===== src/pfsu_defines.svh =====
/*
 * Register offsets, field positions and reset values of the upper pin-function
 * select block. Assumes it is included by bare name from the top module, the pin cell and the bench.
 */
`ifndef PFSU_DEFINES_SVH
`define PFSU_DEFINES_SVH

// ****************************************************************
// Register map (byte addresses on the APB).
// ****************************************************************
`define PFSU_SELECT_OFF   12'h048
`define PFSU_GP_OUT_OFF   12'h04C
`define PFSU_GP_OE_OFF    12'h050
`define PFSU_GP_IN_OFF    12'h054

// ****************************************************************
// Field positions and reset values.
// ****************************************************************
`define PFSU_FIELD_LO     27
`define PFSU_FIELD_HI     31
`define PFSU_SELECT_RST   32'h00000000
`define PFSU_GP_OUT_RST   5'h00
`define PFSU_GP_OE_RST    5'h00

`endif


===== src/pfsu_pkg.sv =====
/*
 * Types shared by the pin-function select block and its pin cells.
 * Assumes pfsu_defines.svh sits in the same folder.
 */
package pfsu_pkg;

	// APB request from the master, grouped as one carrier.
	typedef struct packed {
		logic        psel;
		logic        penable;
		logic        pwrite;
		logic [11:0] paddr;
		logic [31:0] pwdata;
	} pfsu_apb_req_t;

	// Drive of one shared package pin.
	typedef struct packed {
		logic out;
		logic oe;
		logic pu;
	} pfsu_pad_t;

endpackage


===== src/pfsu_top.sv =====
/*
 * Pin-function select for the five upper bits of the general-purpose I/O
 * control register, with APB access and a small general-purpose data path.
 * Assumes a zero-wait APB master and pad inputs synchronous to sys_clk.
 */
// Contract
// (RL1) Bit 31 clear: pin carries sa_addr_bit15; set: GPIO line 31 with pull-up.
// (RL2) Bit 30 clear: pin carries sa_addr_bit14; set: GPIO line 30 with pull-up.
// (RL3) Bit 29 clear: pin carries sa_addr_bit13; set: GPIO line 29 with pull-up.
// (RL4) Bit 28 clear: pin carries pci_grant_2_n; set: GPIO line 28 with pull-up.
// (RL5) Bit 27 clear: pin carries pci_grant_1_n; set: GPIO line 27 with pull-up.
// (RL6) GPIO pins isolate normal signal; isolated grants held deasserted internally.
`timescale 1ns/100ps
`include "pfsu_defines.svh"

module pfsu_top
	import pfsu_pkg::*;
#(
	parameter int PINS = 5
)
(
	// Clock and reset.
	input  wire logic            sys_clk,
	input  wire logic            rst,
	// APB slave.
	input  pfsu_apb_req_t        apb_req,
	output logic [31:0]          prdata,
	output logic                 pready,
	output logic                 pslverr,
	// Normal-function sources.
	input  wire logic            sa_addr_bit15,
	input  wire logic            sa_addr_bit14,
	input  wire logic            sa_addr_bit13,
	input  wire logic            pci_grant_2_n,
	input  wire logic            pci_grant_1_n,
	// Shared pins, index 0 is line 27.
	input  wire logic [PINS-1:0] pad_in,
	output pfsu_pad_t [PINS-1:0] pad,
	// Grant lines that the arbiter must treat as unusable.
	output logic [1:0]           grant_blocked
);

	// ****************************************************************
	// State.
	// ****************************************************************
	typedef struct packed {
		logic [31:0]     select;
		logic [PINS-1:0] gp_out;
		logic [PINS-1:0] gp_oe;
		logic [31:0]     prdata;
		logic            pready;
		logic            pslverr;
		logic [1:0]      grant_blocked;
	} pfsu_state_t;

	pfsu_state_t     st_q;
	pfsu_state_t     st_d;
	logic [PINS-1:0] gp_in;
	logic [PINS-1:0] func_out;
	logic [PINS-1:0] gp_sel;
	logic            setup;
	logic            access;

	// Bus phase decode and the five steering bits of the select register.
	assign setup  = apb_req.psel && !apb_req.penable;
	assign access = apb_req.psel && apb_req.penable && st_q.pready;
	assign gp_sel = st_q.select[`PFSU_FIELD_HI:`PFSU_FIELD_LO];

	// Normal functions in field order, line 27 in the lowest slot.
	assign func_out = {sa_addr_bit15, sa_addr_bit14, sa_addr_bit13, pci_grant_2_n, pci_grant_1_n};

	// ****************************************************************
	// Register access and next state.
	// ****************************************************************
	// Read data and the error flag are settled in the setup cycle so that the
	// access phase completes at once; this keeps every bus output a flop.
	always_comb
	begin
		st_d        = st_q;
		st_d.pready = setup;
		if (setup)
		begin
			st_d.pslverr = 1'b0;
			case (apb_req.paddr)
				`PFSU_SELECT_OFF: st_d.prdata = st_q.select;
				`PFSU_GP_OUT_OFF: st_d.prdata = {st_q.gp_out, 27'h0000000};
				`PFSU_GP_OE_OFF:  st_d.prdata = {st_q.gp_oe, 27'h0000000};
				`PFSU_GP_IN_OFF:  st_d.prdata = {gp_in, 27'h0000000};
				default:
				begin
					st_d.prdata  = 32'h00000000;
					st_d.pslverr = 1'b1;
				end
			endcase
		end
		if (access && apb_req.pwrite)
		begin
			case (apb_req.paddr)
				`PFSU_SELECT_OFF: st_d.select = apb_req.pwdata;
				`PFSU_GP_OUT_OFF: st_d.gp_out = apb_req.pwdata[`PFSU_FIELD_HI:`PFSU_FIELD_LO];
				`PFSU_GP_OE_OFF:  st_d.gp_oe  = apb_req.pwdata[`PFSU_FIELD_HI:`PFSU_FIELD_LO];
				default:          st_d.select = st_q.select;
			endcase
		end
		// (RL6) grants withheld from arbiter
		st_d.grant_blocked = gp_sel[1:0];
	end

	// One register stage holds all block state; reset selects the normal functions.
	always_ff @(posedge sys_clk or posedge rst)
	begin
		if (rst)
		begin
			st_q               <= '0;
			st_q.select        <= `PFSU_SELECT_RST;
			st_q.gp_out        <= `PFSU_GP_OUT_RST;
			st_q.gp_oe         <= `PFSU_GP_OE_RST;
		end
		else
			st_q <= st_d;
	end

	// Bus outputs come straight from the state flops.
	assign prdata        = st_q.prdata;
	assign pready        = st_q.pready;
	assign pslverr       = st_q.pslverr;
	assign grant_blocked = st_q.grant_blocked;

	// ****************************************************************
	// Pin cells.
	// ****************************************************************
	// (RL1) (RL2) (RL3) (RL4) (RL5) per-pin function mux
	// (RL6) normal signal isolated when selected
	generate
		for (genvar i = 0; i < PINS; i++)
		begin : g_pin
			pfsu_pin_cell u_cell (
				.sys_clk   (sys_clk),
				.rst       (rst),
				.gp_select (gp_sel[i]),
				.func_out  (func_out[i]),
				.gp_out    (st_q.gp_out[i]),
				.gp_oe     (st_q.gp_oe[i]),
				.pad_in    (pad_in[i]),
				.pad       (pad[i]),
				.gp_in     (gp_in[i])
			);
		end
	endgenerate

	// ****************************************************************
	// Checks.
	// ****************************************************************
	// The pads still show their reset drive at the edge after release, so checks
	// that expect the normal drive, all but a_pin27_grant, start only once a full edge has passed out of reset.

	// Pin routing, checked one edge after the select, source or GPIO value.
	a_pin31_normal: assert property (@(posedge sys_clk) disable iff (rst) // RL1
		!$past(rst) && !gp_sel[4] |=> (pad[4].out == $past(sa_addr_bit15)) && pad[4].oe && !pad[4].pu)
		else $error("Pin 31 does not carry the address bit.");
	a_pin31_gpio: assert property (@(posedge sys_clk) disable iff (rst) // RL1
		gp_sel[4] |=> pad[4].pu && (pad[4].out == $past(st_q.gp_out[4])))
		else $error("Pin 31 not in general-purpose mode.");
	a_pin30_route: assert property (@(posedge sys_clk) disable iff (rst) // RL2
		!$past(rst) |=> (pad[3].out == ($past(gp_sel[3]) ? $past(st_q.gp_out[3]) : $past(sa_addr_bit14))))
		else $error("Pin 30 routing wrong.");
	a_pin29_route: assert property (@(posedge sys_clk) disable iff (rst) // RL3
		!$past(rst) |=> (pad[2].pu == $past(gp_sel[2])) && (pad[2].oe == ($past(gp_sel[2]) ? $past(st_q.gp_oe[2]) : 1'b1)))
		else $error("Pin 29 drive or pull-up wrong.");
	a_pin28_grant: assert property (@(posedge sys_clk) disable iff (rst) // RL4
		!$past(rst) && !gp_sel[1] |=> (pad[1].out == $past(pci_grant_2_n)) && pad[1].oe)
		else $error("Pin 28 does not carry grant 2.");
	a_pin27_grant: assert property (@(posedge sys_clk) disable iff (rst) // RL5
		!gp_sel[0] |=> (pad[0].out == $past(pci_grant_1_n)) && !pad[0].pu)
		else $error("Pin 27 does not carry grant 1.");
	a_grant_isolate: assert property (@(posedge sys_clk) disable iff (rst) // RL6
		gp_sel[1] && !st_q.gp_out[1] |=> grant_blocked[1] && (pad[1].out == 1'b0))
		else $error("Isolated grant leaked or not blocked.");
	a_apb_write_select: assert property (@(posedge sys_clk) disable iff (rst) // RL1
		access && apb_req.pwrite && (apb_req.paddr == `PFSU_SELECT_OFF)
		|=> (st_q.select == $past(apb_req.pwdata)) ##1 (pad[4].pu == st_q.select[31]))
		else $error("Select write did not reach pin 31.");

	// Drive enable, pull-up and output of the lines; with the checks above, every line in both modes.
	a_pin31_drive: assert property (@(posedge sys_clk) disable iff (rst) // RL1
		gp_sel[4] |=> (pad[4].oe == $past(st_q.gp_oe[4])))
		else $error("Pin 31 drive enable wrong in general-purpose mode.");
	a_pin30_pull: assert property (@(posedge sys_clk) disable iff (rst) // RL2
		!$past(rst) |=> (pad[3].pu == $past(gp_sel[3])) && (pad[3].oe == ($past(gp_sel[3]) ? $past(st_q.gp_oe[3]) : 1'b1)))
		else $error("Pin 30 drive or pull-up wrong.");
	a_pin30_gpio: assert property (@(posedge sys_clk) disable iff (rst) // RL2
		gp_sel[3] |=> pad[3].pu && (pad[3].out == $past(st_q.gp_out[3])))
		else $error("Pin 30 not in general-purpose mode.");
	a_pin29_out: assert property (@(posedge sys_clk) disable iff (rst) // RL3
		!$past(rst) |=> (pad[2].out == ($past(gp_sel[2]) ? $past(st_q.gp_out[2]) : $past(sa_addr_bit13))))
		else $error("Pin 29 routing wrong.");
	a_pin29_normal: assert property (@(posedge sys_clk) disable iff (rst) // RL3
		!$past(rst) && !gp_sel[2] |=> (pad[2].out == $past(sa_addr_bit13)) && pad[2].oe)
		else $error("Pin 29 does not carry the address bit.");
	a_pin28_gpio: assert property (@(posedge sys_clk) disable iff (rst) // RL4
		gp_sel[1] |=> pad[1].pu && (pad[1].out == $past(st_q.gp_out[1])) && (pad[1].oe == $past(st_q.gp_oe[1])))
		else $error("Pin 28 not in general-purpose mode.");
	a_pin28_normal_pu: assert property (@(posedge sys_clk) disable iff (rst) // RL4
		!$past(rst) && !gp_sel[1] |=> !pad[1].pu)
		else $error("Pin 28 pull-up applied in normal mode.");
	a_pin27_gpio: assert property (@(posedge sys_clk) disable iff (rst) // RL5
		gp_sel[0] |=> pad[0].pu && (pad[0].out == $past(st_q.gp_out[0])) && (pad[0].oe == $past(st_q.gp_oe[0])))
		else $error("Pin 27 not in general-purpose mode.");
	a_pin27_drive: assert property (@(posedge sys_clk) disable iff (rst) // RL5
		!$past(rst) && !gp_sel[0] |=> pad[0].oe)
		else $error("Pin 27 not driven in normal mode.");

	// Grant isolation and the select register itself.
	a_grant1_isolate: assert property (@(posedge sys_clk) disable iff (rst) // RL6
		gp_sel[0] |=> grant_blocked[0] && (pad[0].out == $past(st_q.gp_out[0])))
		else $error("Isolated grant 1 leaked or not blocked.");
	a_grant_follow: assert property (@(posedge sys_clk) disable iff (rst) // RL6
		!$past(rst) |=> (grant_blocked == $past(gp_sel[1:0])))
		else $error("Grant block flags do not follow the selection.");
	a_select_hold: assert property (@(posedge sys_clk) disable iff (rst) // RL1
		!(access && apb_req.pwrite && (apb_req.paddr == `PFSU_SELECT_OFF)) |=> $stable(st_q.select))
		else $error("Select register changed without a write.");

endmodule


===== src/pfsu_pin_cell.sv =====
/*
 * One shared package pin: picks the normal function or the general-purpose
 * line, applies the pull-up in general-purpose mode, and samples the pad.
 * Assumes the pad input is synchronous to sys_clk.
 */
`timescale 1ns/100ps
`include "pfsu_defines.svh"

module pfsu_pin_cell
	import pfsu_pkg::*;
(
	// Clock and reset.
	input  wire logic      sys_clk,
	input  wire logic      rst,
	// Selection and the two sources.
	input  wire logic      gp_select,
	input  wire logic      func_out,
	input  wire logic      gp_out,
	input  wire logic      gp_oe,
	// Pad side.
	input  wire logic      pad_in,
	output pfsu_pad_t      pad,
	output logic           gp_in
);

	typedef struct packed {
		pfsu_pad_t pad;
		logic      gp_in;
	} pfsu_cell_state_t;

	pfsu_cell_state_t st_q;
	pfsu_cell_state_t st_d;

	// (RL1) (RL2) (RL3) (RL4) (RL5) (RL6) function or GPIO
	// Mux the pin; the normal function always drives while it owns the pin.
	always_comb
	begin
		st_d = st_q;
		if (gp_select)
		begin
			st_d.pad.out = gp_out;
			st_d.pad.oe  = gp_oe;
			st_d.pad.pu  = 1'b1;
		end
		else
		begin
			st_d.pad.out = func_out;
			st_d.pad.oe  = 1'b1;
			st_d.pad.pu  = 1'b0;
		end
		st_d.gp_in = pad_in;
	end

	// Registered so that every pad drive is glitch free.
	always_ff @(posedge sys_clk or posedge rst)
	begin
		if (rst)
			st_q <= '0;
		else
			st_q <= st_d;
	end

	assign pad   = st_q.pad;
	assign gp_in = st_q.gp_in;

	// The pull-up follows the selection exactly one cycle later.
	a_cell_pullup_follow: assert property (@(posedge sys_clk) disable iff (rst) // RL1
		##1 (pad.pu == $past(gp_select))) else $error("Pin pull-up does not follow selection.");

endmodule


===== config.mk =====
export PLATFORM = sky130hd
export DESIGN_NAME = pfsu_top
export DESIGN_NICKNAME = d
export VERILOG_FILES = /design/src/pfsu_pkg.sv /design/src/pfsu_top.sv /design/src/pfsu_pin_cell.sv
export VERILOG_INCLUDE_DIRS = /design/src
export SDC_FILE = /design/constraint.sdc
export NUM_CORES = 1
export LEC_CHECK = 0
export ABC_CLOCK_PERIOD_IN_PS = 4900
export BUFFER_PORTS_ARGS = -buffer_cell sky130_fd_sc_hd__buf_4
export CAP_MARGIN = 20
export CORE_MARGIN = 1.5
export CORE_UTILIZATION = 50
export CTS_CLUSTER_SIZE = 25
export DETAILED_ROUTE_END_ITERATION = 7
export MAX_ROUTING_LAYER = met4
export PLACE_DENSITY_LB_ADDON = 0.08
export SLEW_MARGIN = 20
export SYNTH_ARGS = -nofsm -noshare
export SYNTH_HDL_FRONTEND = slang
export SYNTH_SLANG_ARGS = --single-unit
export TNS_END_PERCENT = 50

===== constraint.sdc =====
create_clock -name sys_clk -period 4.9 [get_ports sys_clk]
set_input_delay 0.49 -clock sys_clk [delete_from_list [all_inputs] [get_ports sys_clk]]
set_output_delay 0.49 -clock sys_clk [all_outputs]
set_load 0.03 [all_outputs]

==> results of run 1 <==
cell type report:
class                           count  area [µm²]  share of cell area, %
Clock inverter                      7       72.57                  1.495
Tap cell                          102       127.6                  2.630
Clock buffer                        9       123.9                  2.552
Sequential cell                    96        2402                  49.50
Timing Repair Buffer              111       833.3                  17.17
Inverter                            2       10.01                 0.2062
Multi-Input combinational cell    118        1284                  26.45
power by group through the flow:
stage	Clock [µW]	Combinational [µW]	Sequential, µW
2_1_floorplan	0	28.1	819
3_3_place_gp	0	87.0	814
3_5_place_dp	0	88.8	813
4_1_cts	519	88.8	798
5_1_grt	555	95.2	798
6_report	504	86.8	798
layout by cell type, fill, tap and decap left out:
cell type	n
inv_2	1
o22ai_1	5
nand2b_1	6
nand4_1	2
clkinvlp_4	2
nor4bb_1	1
nor2_1	2
dfrtp_1	96
nor3b_1	1
clkinv_4	2
inv_4	1
nor4b_1	2
mux2_2	17
xor2_1	1
and4_1	2
bufinv_16	1
mux2i_1	10
nor4b_2	1
buf_4	111
nor4_4	1
clkinv_2	2
a22o_1	32
nor4b_4	1
or4b_2	2
clkbuf_8	9
nand4_4	1
and4_2	1
mux2_4	30
per-stage QoR:
stage	util, %	instances	worst slack [ns]	total power, µW	hold slack, ns
after floorplan	-	264	1.905	846.8	0.4157
after global placement	59.94	429	2.311	900.6	0.4540
after detailed placement	59.94	429	2.249	902.3	0.4533
after CTS	62.47	445	2.631	1405	0.1983
after global routing	62.48	445	2.493	1448	0.2203
final	62.48	445	2.622	1388	0.1792
registers in the layout (all words and copies together) (netlist names):
| signal | flops |
|---|---|
| st_q | 37 |
| g_pin.u_cell.gp_in | 5 |
| pready | 1 |
| gp_sel | 5 |
| g_pin.u_cell.pad | 13 |
| pslverr | 1 |
| prdata | 32 |
| grant_blocked | 2 |
worst min-delay path by stage:
stage | startpoint | endpoint | slack, ns
finish | rst | prdata[2] | 0.18
CTS | rst | prdata[1] | 0.20
floorplan | gp_sel[2] | g_pin[2].u_cell.pad[0] | 0.42
global route | rst | prdata[2] | 0.22
global placement | gp_sel[4] | g_pin[4].u_cell.pad[0] | 0.45
detailed placement | gp_sel[2] | g_pin[2].u_cell.pad[0] | 0.45
worst reg2reg max path, delay by kind of cell, from the launching register on:
family	cells	cell delay [ns]
muxes	1	0.59
and+or+nand+nor	2	1.02
DFF	1	0.36
layer usage:
layer | track usage (%) | up-vias | wire length (µm)
met4 | 7.071 | 0 | 102
li1 | - | 1066 | -
met5 | - | - | 0
met1 | 27.23 | 1138 | 3756
met2 | 27.31 | 75 | 3445
met3 | 4.433 | 9 | 422
cells by family (layout without fill, tap and decap cells):
family | Yosys count | in the layout | synth area share, %
and+or+nand+nor | 23 | 23 | 5.247
xor gates and xnor gates | 1 | 1 | 0.2174
buffers and inverters | 50 | 129 | 8.786
AOI/OAI and AO/OA | 37 | 37 | 7.731
muxes | 57 | 57 | 18.41
DFF | 96 | 96 | 59.61
==> out/metrics.cfg, run 1 <==
[run_status]
status = finished, final reports clean

[pwr]
seq_power_share_pct = 57.5
leakage_uw = 0.002544
pwr_density_cell_nw_per_um2 = 286.0
power.internal_uw = 1074
peakVddDrop_mv = 0.1704
p_switching_uw = 314.3
swShare_pct = 22.64
clkPwrFrac_pct = 36.3
p_comb_share_pct = 6.3

[layout]
final_area_um2 = 4853
antenna_cells = 0
area_growth_pct = 20.43
layout.nets = 397
nFillCells = 630
drive_above_1_share_pct = 53.35

[route]
via_per_inst = 5.142
via_count = 2288
drtPass1Iterations = 4
drc_errors = 0
wirelength_um = 7727
drtIter0Drc = 104
antenna_left = 0
wl_per_cell_um = 17.36

[yosys]
syn_inst = 264
yosys.area.top_type = dfrtp_1
async_flop_share_pct = 100.0
synth_top_area_share_pct = 59.61
synth_area_per_cell_um2 = 15.27
yosysWarnings = 0
yosysMostFrequentCell = dfrtp_1
synthFlopType = dfrtp_1
syn_area_um2 = 4030
synth.distinct_cells = 26
synth_edf_count = 0
synth_seq_cells = 96
synthTopCellsByCount = 96 x dfrtp_1, 38 x buf_4, 32 x a22o_1
yosysSeqAreaShare_pct = 59.61
syn_nets = 323
synth_area_leaders = dfrtp_1 60%, mux2_4 11%, buf_4 7.1%

[critical_path]
cp.depth = 4
crit_end = st_q[72]
rrSetupSlack_ns = 2.82
critPathSlowestCell = nand4_4
worstPathArrival_ns = 2.51
critical_path_buf_inv_count = 1
r2r-start = pready
reg2regPathDepth = 3
required_ns = 5.13
worstPathCellList = buf_4 -> nor4b_2 -> nand4_4 -> mux2_4
setup.worst_path.start_class = primary input
worst_setup_path_end_kind = flop
max_stage_delay_ns = 0.78
critPathKind = in2reg
r2r-end = st_q[72]
crit_start = apb_req[34]
path_max_fanout = 32
cp_top_family = simple AND/OR/NAND/NOR gates

[timing]
fin_crit_sh_pct = 46.48
worstMarginPinSlew_ns = 0.8963
setup_tns_ns = 0
period_needed_ns = 2.278
slew_viol_final = 0
max_slew_margin_pct = 40.13
final-setup-viol-count = 0
clock.fmax_mhz = 439.1
rsz0062_at_grt = no
hold_viol_final = 0
skew_ns = 0.008022

[floorplan]
die_h_um = 92.78
core_area_um2 = 7767
die-area_um2 = 8608
io_pins = 110
start_util_pct = 51.88
die_w_um = 92.78
rows = 32

[clock_network]
hold_buffers = 0
cts_buffer_depth = 2
clkTransAtPathRegs_ns = 0.10
cts.repair.resized = 0
post_cts_buffers = 0
cts.sinks = 96
cts_tree = yes
cts_buffers = 9
h-tree-depth = 3
root_buffer = clkbuf_8
clk_latency_ns = 0.35

[worst_hold_path]
min_path_type = in2async

[global_routing]
grt_pass1_wl_um = 12250
grt_max_degree = 52
grtUsageTotal_pct = 19.29
antenna_found_initial = 0
grt_pass1_vias = 2398
grt_overflow_total = 0

[placed_design]
dpl_cell_area_um2 = 4656
port_buffers = 109
place_congestion = 0.7492
hpwlAfterDp_um = 5204

[job]
cap_violations = 0

(Power assumes the default switching activity.)
==> inputs of run 2 (changes only) <==
- ABC_AREA: unset -> 1
- ABC_CLOCK_PERIOD_IN_PS: 4900 -> 2100
- clock period: 4.9 -> 2.1 ns (I/O delays scaled with it)
==> run 2 against run 1 <==
Compared with the run above:
- the flow now finishes with violations (negative hold slack)
- sequential power is 130% higher
- via count is 36% higher
- first-iteration DRC count is 37% higher
- sequential cell count stayed put
- die area is 7.4% higher
- largest cell class unchanged
- largest power group unchanged
==> out/metrics.cfg, run 2 <==
[critical_path]
required_ns = 2.34  ; -2.79 ns
reg2regPathDepth = 6  ; +3
max_stage_delay_ns = 0.37  ; -0.41 ns
worst_setup_path_end_kind = flop
cpMostUsedCell = nand2_1
worstPathArrival_ns = 1.74  ; -0.77 ns
worstPathCellList = nand2_1 -> nor2_1 -> nand3_4 -> buf_4 -> nand2_1 -> o21ai_2
path_max_fanout = 34  ; +6.3%
setup.worst_path.start_class = flop
critPathSlowestCell = dfrtp_1
critPathKind = reg2reg
critical_path_buf_inv_count = 1  ; unchanged
cp.depth = 6  ; +2
cp_top_family = simple AND/OR/NAND/NOR gates

[layout]
nFillCells = 731  ; +16%
regMostFlops = st_q
layout_commonest_cell = buf_4
area_growth_pct = 20.63
multi_input_area_um2 = 1384  ; +7.8%
final_area_um2 = 5231  ; +7.8%
antenna_cells = 0  ; unchanged
layout.nets = 592  ; +49%
largest_reg_flops = 37  ; unchanged
drive_above_1_share_pct = 38.48  ; -15 points
mostFrequentLayoutCells = 116 x buf_4, 109 x nand2_1, 96 x dfrtp_1
seqCellArea_um2 = 2402  ; unchanged

[pwr]
peakVddDrop_mv = 0.3247  ; +91%
leakage_uw = 0.002617  ; +2.9%
pwr_density_cell_nw_per_um2 = 639.2  ; +120%

[clock_network]
cts.sinks = 96  ; unchanged
h-tree-depth = 3  ; unchanged
clk_latency_ns = 0.36  ; about the same
cts.repair.resized = 0  ; unchanged
root_buffer = clkbuf_8
cts_buffers = 9  ; unchanged
clkTransAtPathRegs_ns = 0.09  ; about the same
cts_buffer_depth = 2  ; unchanged
cts_tree = yes
post_cts_buffers = 0  ; unchanged

[yosys]
synth_seq_cells = 96  ; unchanged
yosysSeqAreaShare_pct = 55.40  ; -4.2 points
yosys.area.top_type = dfrtp_1
yosysMostFrequentCell = nand2_1
yosysWarnings = 0  ; unchanged
synth_area_leaders = dfrtp_1 55%, nand2_1 9.4%, o21ai_2 6.5%
syn_nets = 511  ; +58%
synthTopCellsByCount = 109 x nand2_1, 96 x dfrtp_1, 46 x inv_1
syn_area_um2 = 4337  ; +7.6%
synthFlopType = dfrtp_1
synth_top_area_share_pct = 55.40  ; -4.2 points
synth.distinct_cells = 21  ; -19%
synth_area_per_cell_um2 = 9.594  ; -37%
async_flop_share_pct = 100.0  ; unchanged
syn_inst = 452  ; +71%
synth_edf_count = 0  ; unchanged

[route]
dr_wl_met2_um = 4016  ; +17%
wirelength_um = 8766  ; +13%
wl_met1_um = 4101  ; +9.2%
met3WireLength_um = 480  ; +14%
drtIter0Drc = 142  ; +37%
via_per_inst = 4.827  ; -6.1%
antenna_left = 0  ; unchanged
via_count = 3104  ; +36%
wl_per_cell_um = 13.63  ; -21%
drc_errors = 0  ; unchanged
highest_layer = met4
drtPass1Iterations = 5  ; +1

[timing]
max_slew_margin_pct = 63.95  ; +24 points
final-setup-viol-count = 0  ; unchanged
hold_viol_final = 28  ; +28
skew_ns = 0.01052  ; +0.002499 ns
rsz0062_at_grt = no
period_needed_ns = 1.501
fin_crit_sh_pct = 71.50
worstMarginPinSlew_ns = 0.5389  ; -0.3574 ns
hold_ws_ns = -0.01860  ; -0.1978 ns
clock.fmax_mhz = 666.0
setup_tns_ns = 0  ; unchanged
slew_viol_final = 0  ; unchanged

[run_status]
status = complete, but fails checks
violations = negative hold slack

[floorplan]
die-area_um2 = 9241  ; +7.4%
die_w_um = 96.13  ; +3.6%
io_pins = 110  ; unchanged
rows = 33  ; +3.1%
start_util_pct = 52.25  ; +0.37 points
core_area_um2 = 8299  ; +6.8%
die_h_um = 96.13  ; +3.6%

[global_routing]
grt_overflow_total = 0  ; unchanged
grt_pass1_wl_um = 14460  ; +18%
grtUsageTotal_pct = 21.48  ; +2.2 points
grt_pass1_vias = 3000  ; +25%
antenna_found_initial = 0  ; unchanged
grt_max_degree = 97  ; +87%

[job]
cap_violations = 0  ; unchanged

[placed_design]
place_congestion = 0.8131  ; +8.5%
dpl_cell_area_um2 = 4985  ; +7.1%
port_buffers = 109  ; unchanged
hpwlAfterDp_um = 5973  ; +15%

[worst_hold_path]
min_path_type = in2async

[run 2: area by class of cell]
cell class | count | share of cell area (%)
sequential | 96 | 45.92
multi-input combinational | 258 | 26.45
timing repair buffer | 122 | 17.99
inverter | 46 | 3.372
tap | 105 | 2.511
clock buffer | 10 | 2.440
clock inverter | 6 | 1.315
[run 2: power by group]
part | total [µW] | internal (µW) | switching [µW]
logic | 247 | 112 | 136
registers | 1870 | 1860 | 5.52
clock network | 1230 | 557 | 673
total | 3340 | 2530 | 814
[run 2: cell families (layout without fill, tap and decap cells)]
kind of cell / after synthesis / count (layout) / synth area share, %
flip-flops: 96 / 96 / 55.40
buffers and inverters: 98 / 184 / 12.75
AO/OA/AOI/OAI: 74 / 74 / 11.31
multiplexers: 5 / 5 / 1.298
AND/OR/NAND/NOR: 179 / 179 / 19.24
[run 2: timing repair]
action,in CTS,in global routing
hold buffers,5,0
endpoints found under the setup margin,0,0
endpoints found under the hold margin,5,0
[run 2: metrics by stage]
step	util [%]	hold WS [ns]	instances	worst slack, ns	total power [µW]
floorplan	-	0.2414	452	0.6940	2009
global placement	60.06	0.3198	622	0.4598	2144
detailed placement	60.06	0.3206	622	0.4139	2146
CTS	63.03	0.0001192	643	0.5810	3370
global route	63.03	0.02327	643	0.4946	3466
finish	63.03	-0.01860	643	0.5985	3344
[run 2: final timing paths]
path                                   from                      to  slack (ns)
min in group sys_clk            apb_req[45]                  pready        0.03
max in group asynchronous               rst                st_q[53]        1.73
worst max-delay path                 pready               gp_sel[0]        0.60
worst min register to register    gp_sel[4]  g_pin[4].u_cell.pad[0]        0.48
worst max register to register       pready               gp_sel[0]        0.60
worst min-delay path                    rst        grant_blocked[0]       -0.02
[run 2: tightest hold or removal path, delay by kind of cell]
family / cells / cell delay, ns
buffers and inverters: 3 / 0.58
[run 2: layer usage]
metal,GRT usage [%],up-vias
met1,30.19,1449
met4,8.946,0
li1,-,1548
met2,30.34,91
met3,4.265,16
met5,-,-
==> inputs of run 3 (changes only) <==
- ABC_CLOCK_PERIOD_IN_PS: 2100 -> 1600
- clock period: 2.1 -> 1.6 ns (I/O delays scaled with it)
==> run 3 against run 2 <==
Compared with the run above:
- sequential cell count stayed put
- via count fell by 1.3%
- first-iteration DRC count is 1.4% lower
- register-to-register slack worse by 0.46 ns
- global-route usage fell by 0.64 points
- highest routed layer unchanged
- die area did not move
- wire length down 2.6%
- cell area up 2.1%
- the run now ends clean
- clock power increased by 35%
- sequential share of layout area fell by 0.93 points
- clock skew increased by 0.0038 ns
- critical endpoint is now st_q[45]
==> out/metrics.cfg, run 3 (synthesis gave the netlist of run 2 again) <==
[layout]
antenna_cells = 0  ; unchanged
regMostFlops = st_q
area_growth_pct = 23.11
layout.nets = 597  ; +0.84%
seqCellArea_um2 = 2402  ; unchanged
multi_input_area_um2 = 1384  ; unchanged
layout_commonest_cell = buf_4
mostFrequentLayoutCells = 116 x buf_4, 109 x nand2_1, 96 x dfrtp_1
largest_reg_flops = 37  ; unchanged
nFillCells = 723  ; -1.1%
drive_above_1_share_pct = 39.04  ; +0.57 points

[global_routing]
grtUsageTotal_pct = 20.84  ; -0.64 points
grt_pass1_wl_um = 14120  ; -2.3%
antenna_found_initial = 0  ; unchanged
grt_overflow_total = 0  ; unchanged
grt_max_degree = 97  ; unchanged
grt_pass1_vias = 2980  ; -0.67%

[placed_design]
place_congestion = 0.7812  ; -3.9%
hpwlAfterDp_um = 5742  ; -3.9%
place_ws_ns = 0.05644  ; -0.3574 ns
port_buffers = 109  ; unchanged

[timing]
period_needed_ns = 1.462  ; -0.03994 ns
final-setup-viol-count = 0  ; unchanged
skew_ns = 0.01433  ; +0.003809 ns
hold_ws_ns = 0.02640  ; +0.04500 ns
rsz0062_at_grt = no
hold_viol_final = 0  ; -100%
max_slew_margin_pct = 66.98  ; +3.0 points
fin_crit_sh_pct = 91.35  ; +20 points
clock.fmax_mhz = 684.2  ; +2.7%
worstMarginPinSlew_ns = 0.4954  ; -0.04352 ns
slew_viol_final = 0  ; unchanged
fin_ws_ns = 0.1385  ; -0.4601 ns
setup_tns_ns = 0  ; unchanged

[critical_path]
setup.worst_path.start_class = flop
required_ns = 1.83  ; -0.51 ns
path_max_fanout = 10  ; -71%
worstPathArrival_ns = 1.69  ; -0.05 ns
worst_setup_path_end_kind = flop
critPathKind = reg2reg

[floorplan]
core_area_um2 = 8299  ; unchanged
rows = 33  ; unchanged
io_pins = 110  ; unchanged
die_h_um = 96.13  ; unchanged
die-area_um2 = 9241  ; unchanged
start_util_pct = 52.25  ; unchanged
die_w_um = 96.13  ; unchanged

[pwr]
swShare_pct = 23.10  ; -1.3 points
p_comb_share_pct = 7.3  ; about the same
leakage_uw = 0.002679  ; +2.4%
power.internal_uw = 3405  ; +35%
peakVddDrop_mv = 0.4409  ; +36%
clkPwrFrac_pct = 37.4  ; +0.6 points
seq_power_share_pct = 55.3  ; -0.5 points
p_switching_uw = 1023  ; +26%
pwr_density_cell_nw_per_um2 = 829.4  ; +30%
p_total_uw = 4428  ; +32%

[clock_network]
cts.repair.resized = 0  ; unchanged
post_cts_buffers = 0  ; unchanged
hold_buffers = 6  ; +1
cts_tree = yes
clk_latency_ns = 0.36  ; about the same
clkTransAtPathRegs_ns = 0.10  ; about the same
cts_buffer_depth = 2  ; unchanged
root_buffer = clkbuf_8
cts_buffers = 9  ; unchanged
cts.sinks = 96  ; unchanged
h-tree-depth = 3  ; unchanged

[route]
antenna_left = 0  ; unchanged
drc_errors = 0  ; unchanged
via_per_inst = 4.727  ; -2.1%
drtPass1Iterations = 4  ; -1
via_count = 3063  ; -1.3%
drtIter0Drc = 140  ; -1.4%
wl_per_cell_um = 13.17  ; -3.4%
wirelength_um = 8537  ; -2.6%

[run_status]
status = finished, final reports clean

[job]
cap_violations = 0  ; unchanged

[worst_hold_path]
min_path_type = in2reg

-- run 3: path summary, 6_finish.rpt --
path	start	endpoint	slack, ns	cells after the start
max in group asynchronous	rst	st_q[53]	0.72	4
min in group asynchronous	rst	grant_blocked[0]	0.49	4
hold / removal	pci_grant_2_n	g_pin[1].u_cell.pad[2]	0.03	2
hold reg to reg	gp_sel[0]	grant_blocked[0]	0.48	0
setup reg to reg	pready	st_q[45]	0.14	6
setup / recovery	pready	st_q[45]	0.14	6
-- run 3: worst max-delay path, cell delays in order, from the launching register on --
cell	delay (ns)
dfrtp_1	0.36
nand2_1	0.05
nor2_1	0.26
buf_4	0.18
nand4_2	0.29
nand2_1	0.13
o21ai_1	0.07
-- run 3: per-layer routing --
metal	GRT usage (%)	vias to the layer above	share of wire (%)
met1	27.10	1413	47
met4	7.475	0	0.91
met2	32.69	83	47
met5	-	-	0
li1	-	1559	-
met3	3.870	8	5.2
-- run 3: power by group through the flow --
| stage | Clock (µW) | Combinational [µW] | Sequential [µW] |
|---|---|---|---|
| floorplan | 0 | 120 | 2520 |
| global placement | 0 | 314 | 2500 |
| detailed placement | 0 | 318 | 2500 |
| CTS | 1710 | 330 | 2450 |
| global route | 1790 | 359 | 2450 |
| finish | 1660 | 324 | 2450 |
-- run 3: per-stage QoR --
step                util [%]  cells  instance area (µm²)
floorplan                  -    452                 4340
global placement       61.03    626                 5065
detailed placement     61.03    626                 5065
CTS                    64.33    648                 5339
global route           64.33    648                 5339
finish                 64.33    648                 5339
-- run 3: final cells by class --
| cell class | instances | share of cell area, % |
|---|---|---|
| clock buffer | 11 | 2.836 |
| clock inverter | 5 | 1.172 |
| inverter | 46 | 3.304 |
| multi-input combinational | 258 | 25.92 |
| sequential | 96 | 45.00 |
| tap | 105 | 2.461 |
| timing repair buffer | 127 | 19.31 |
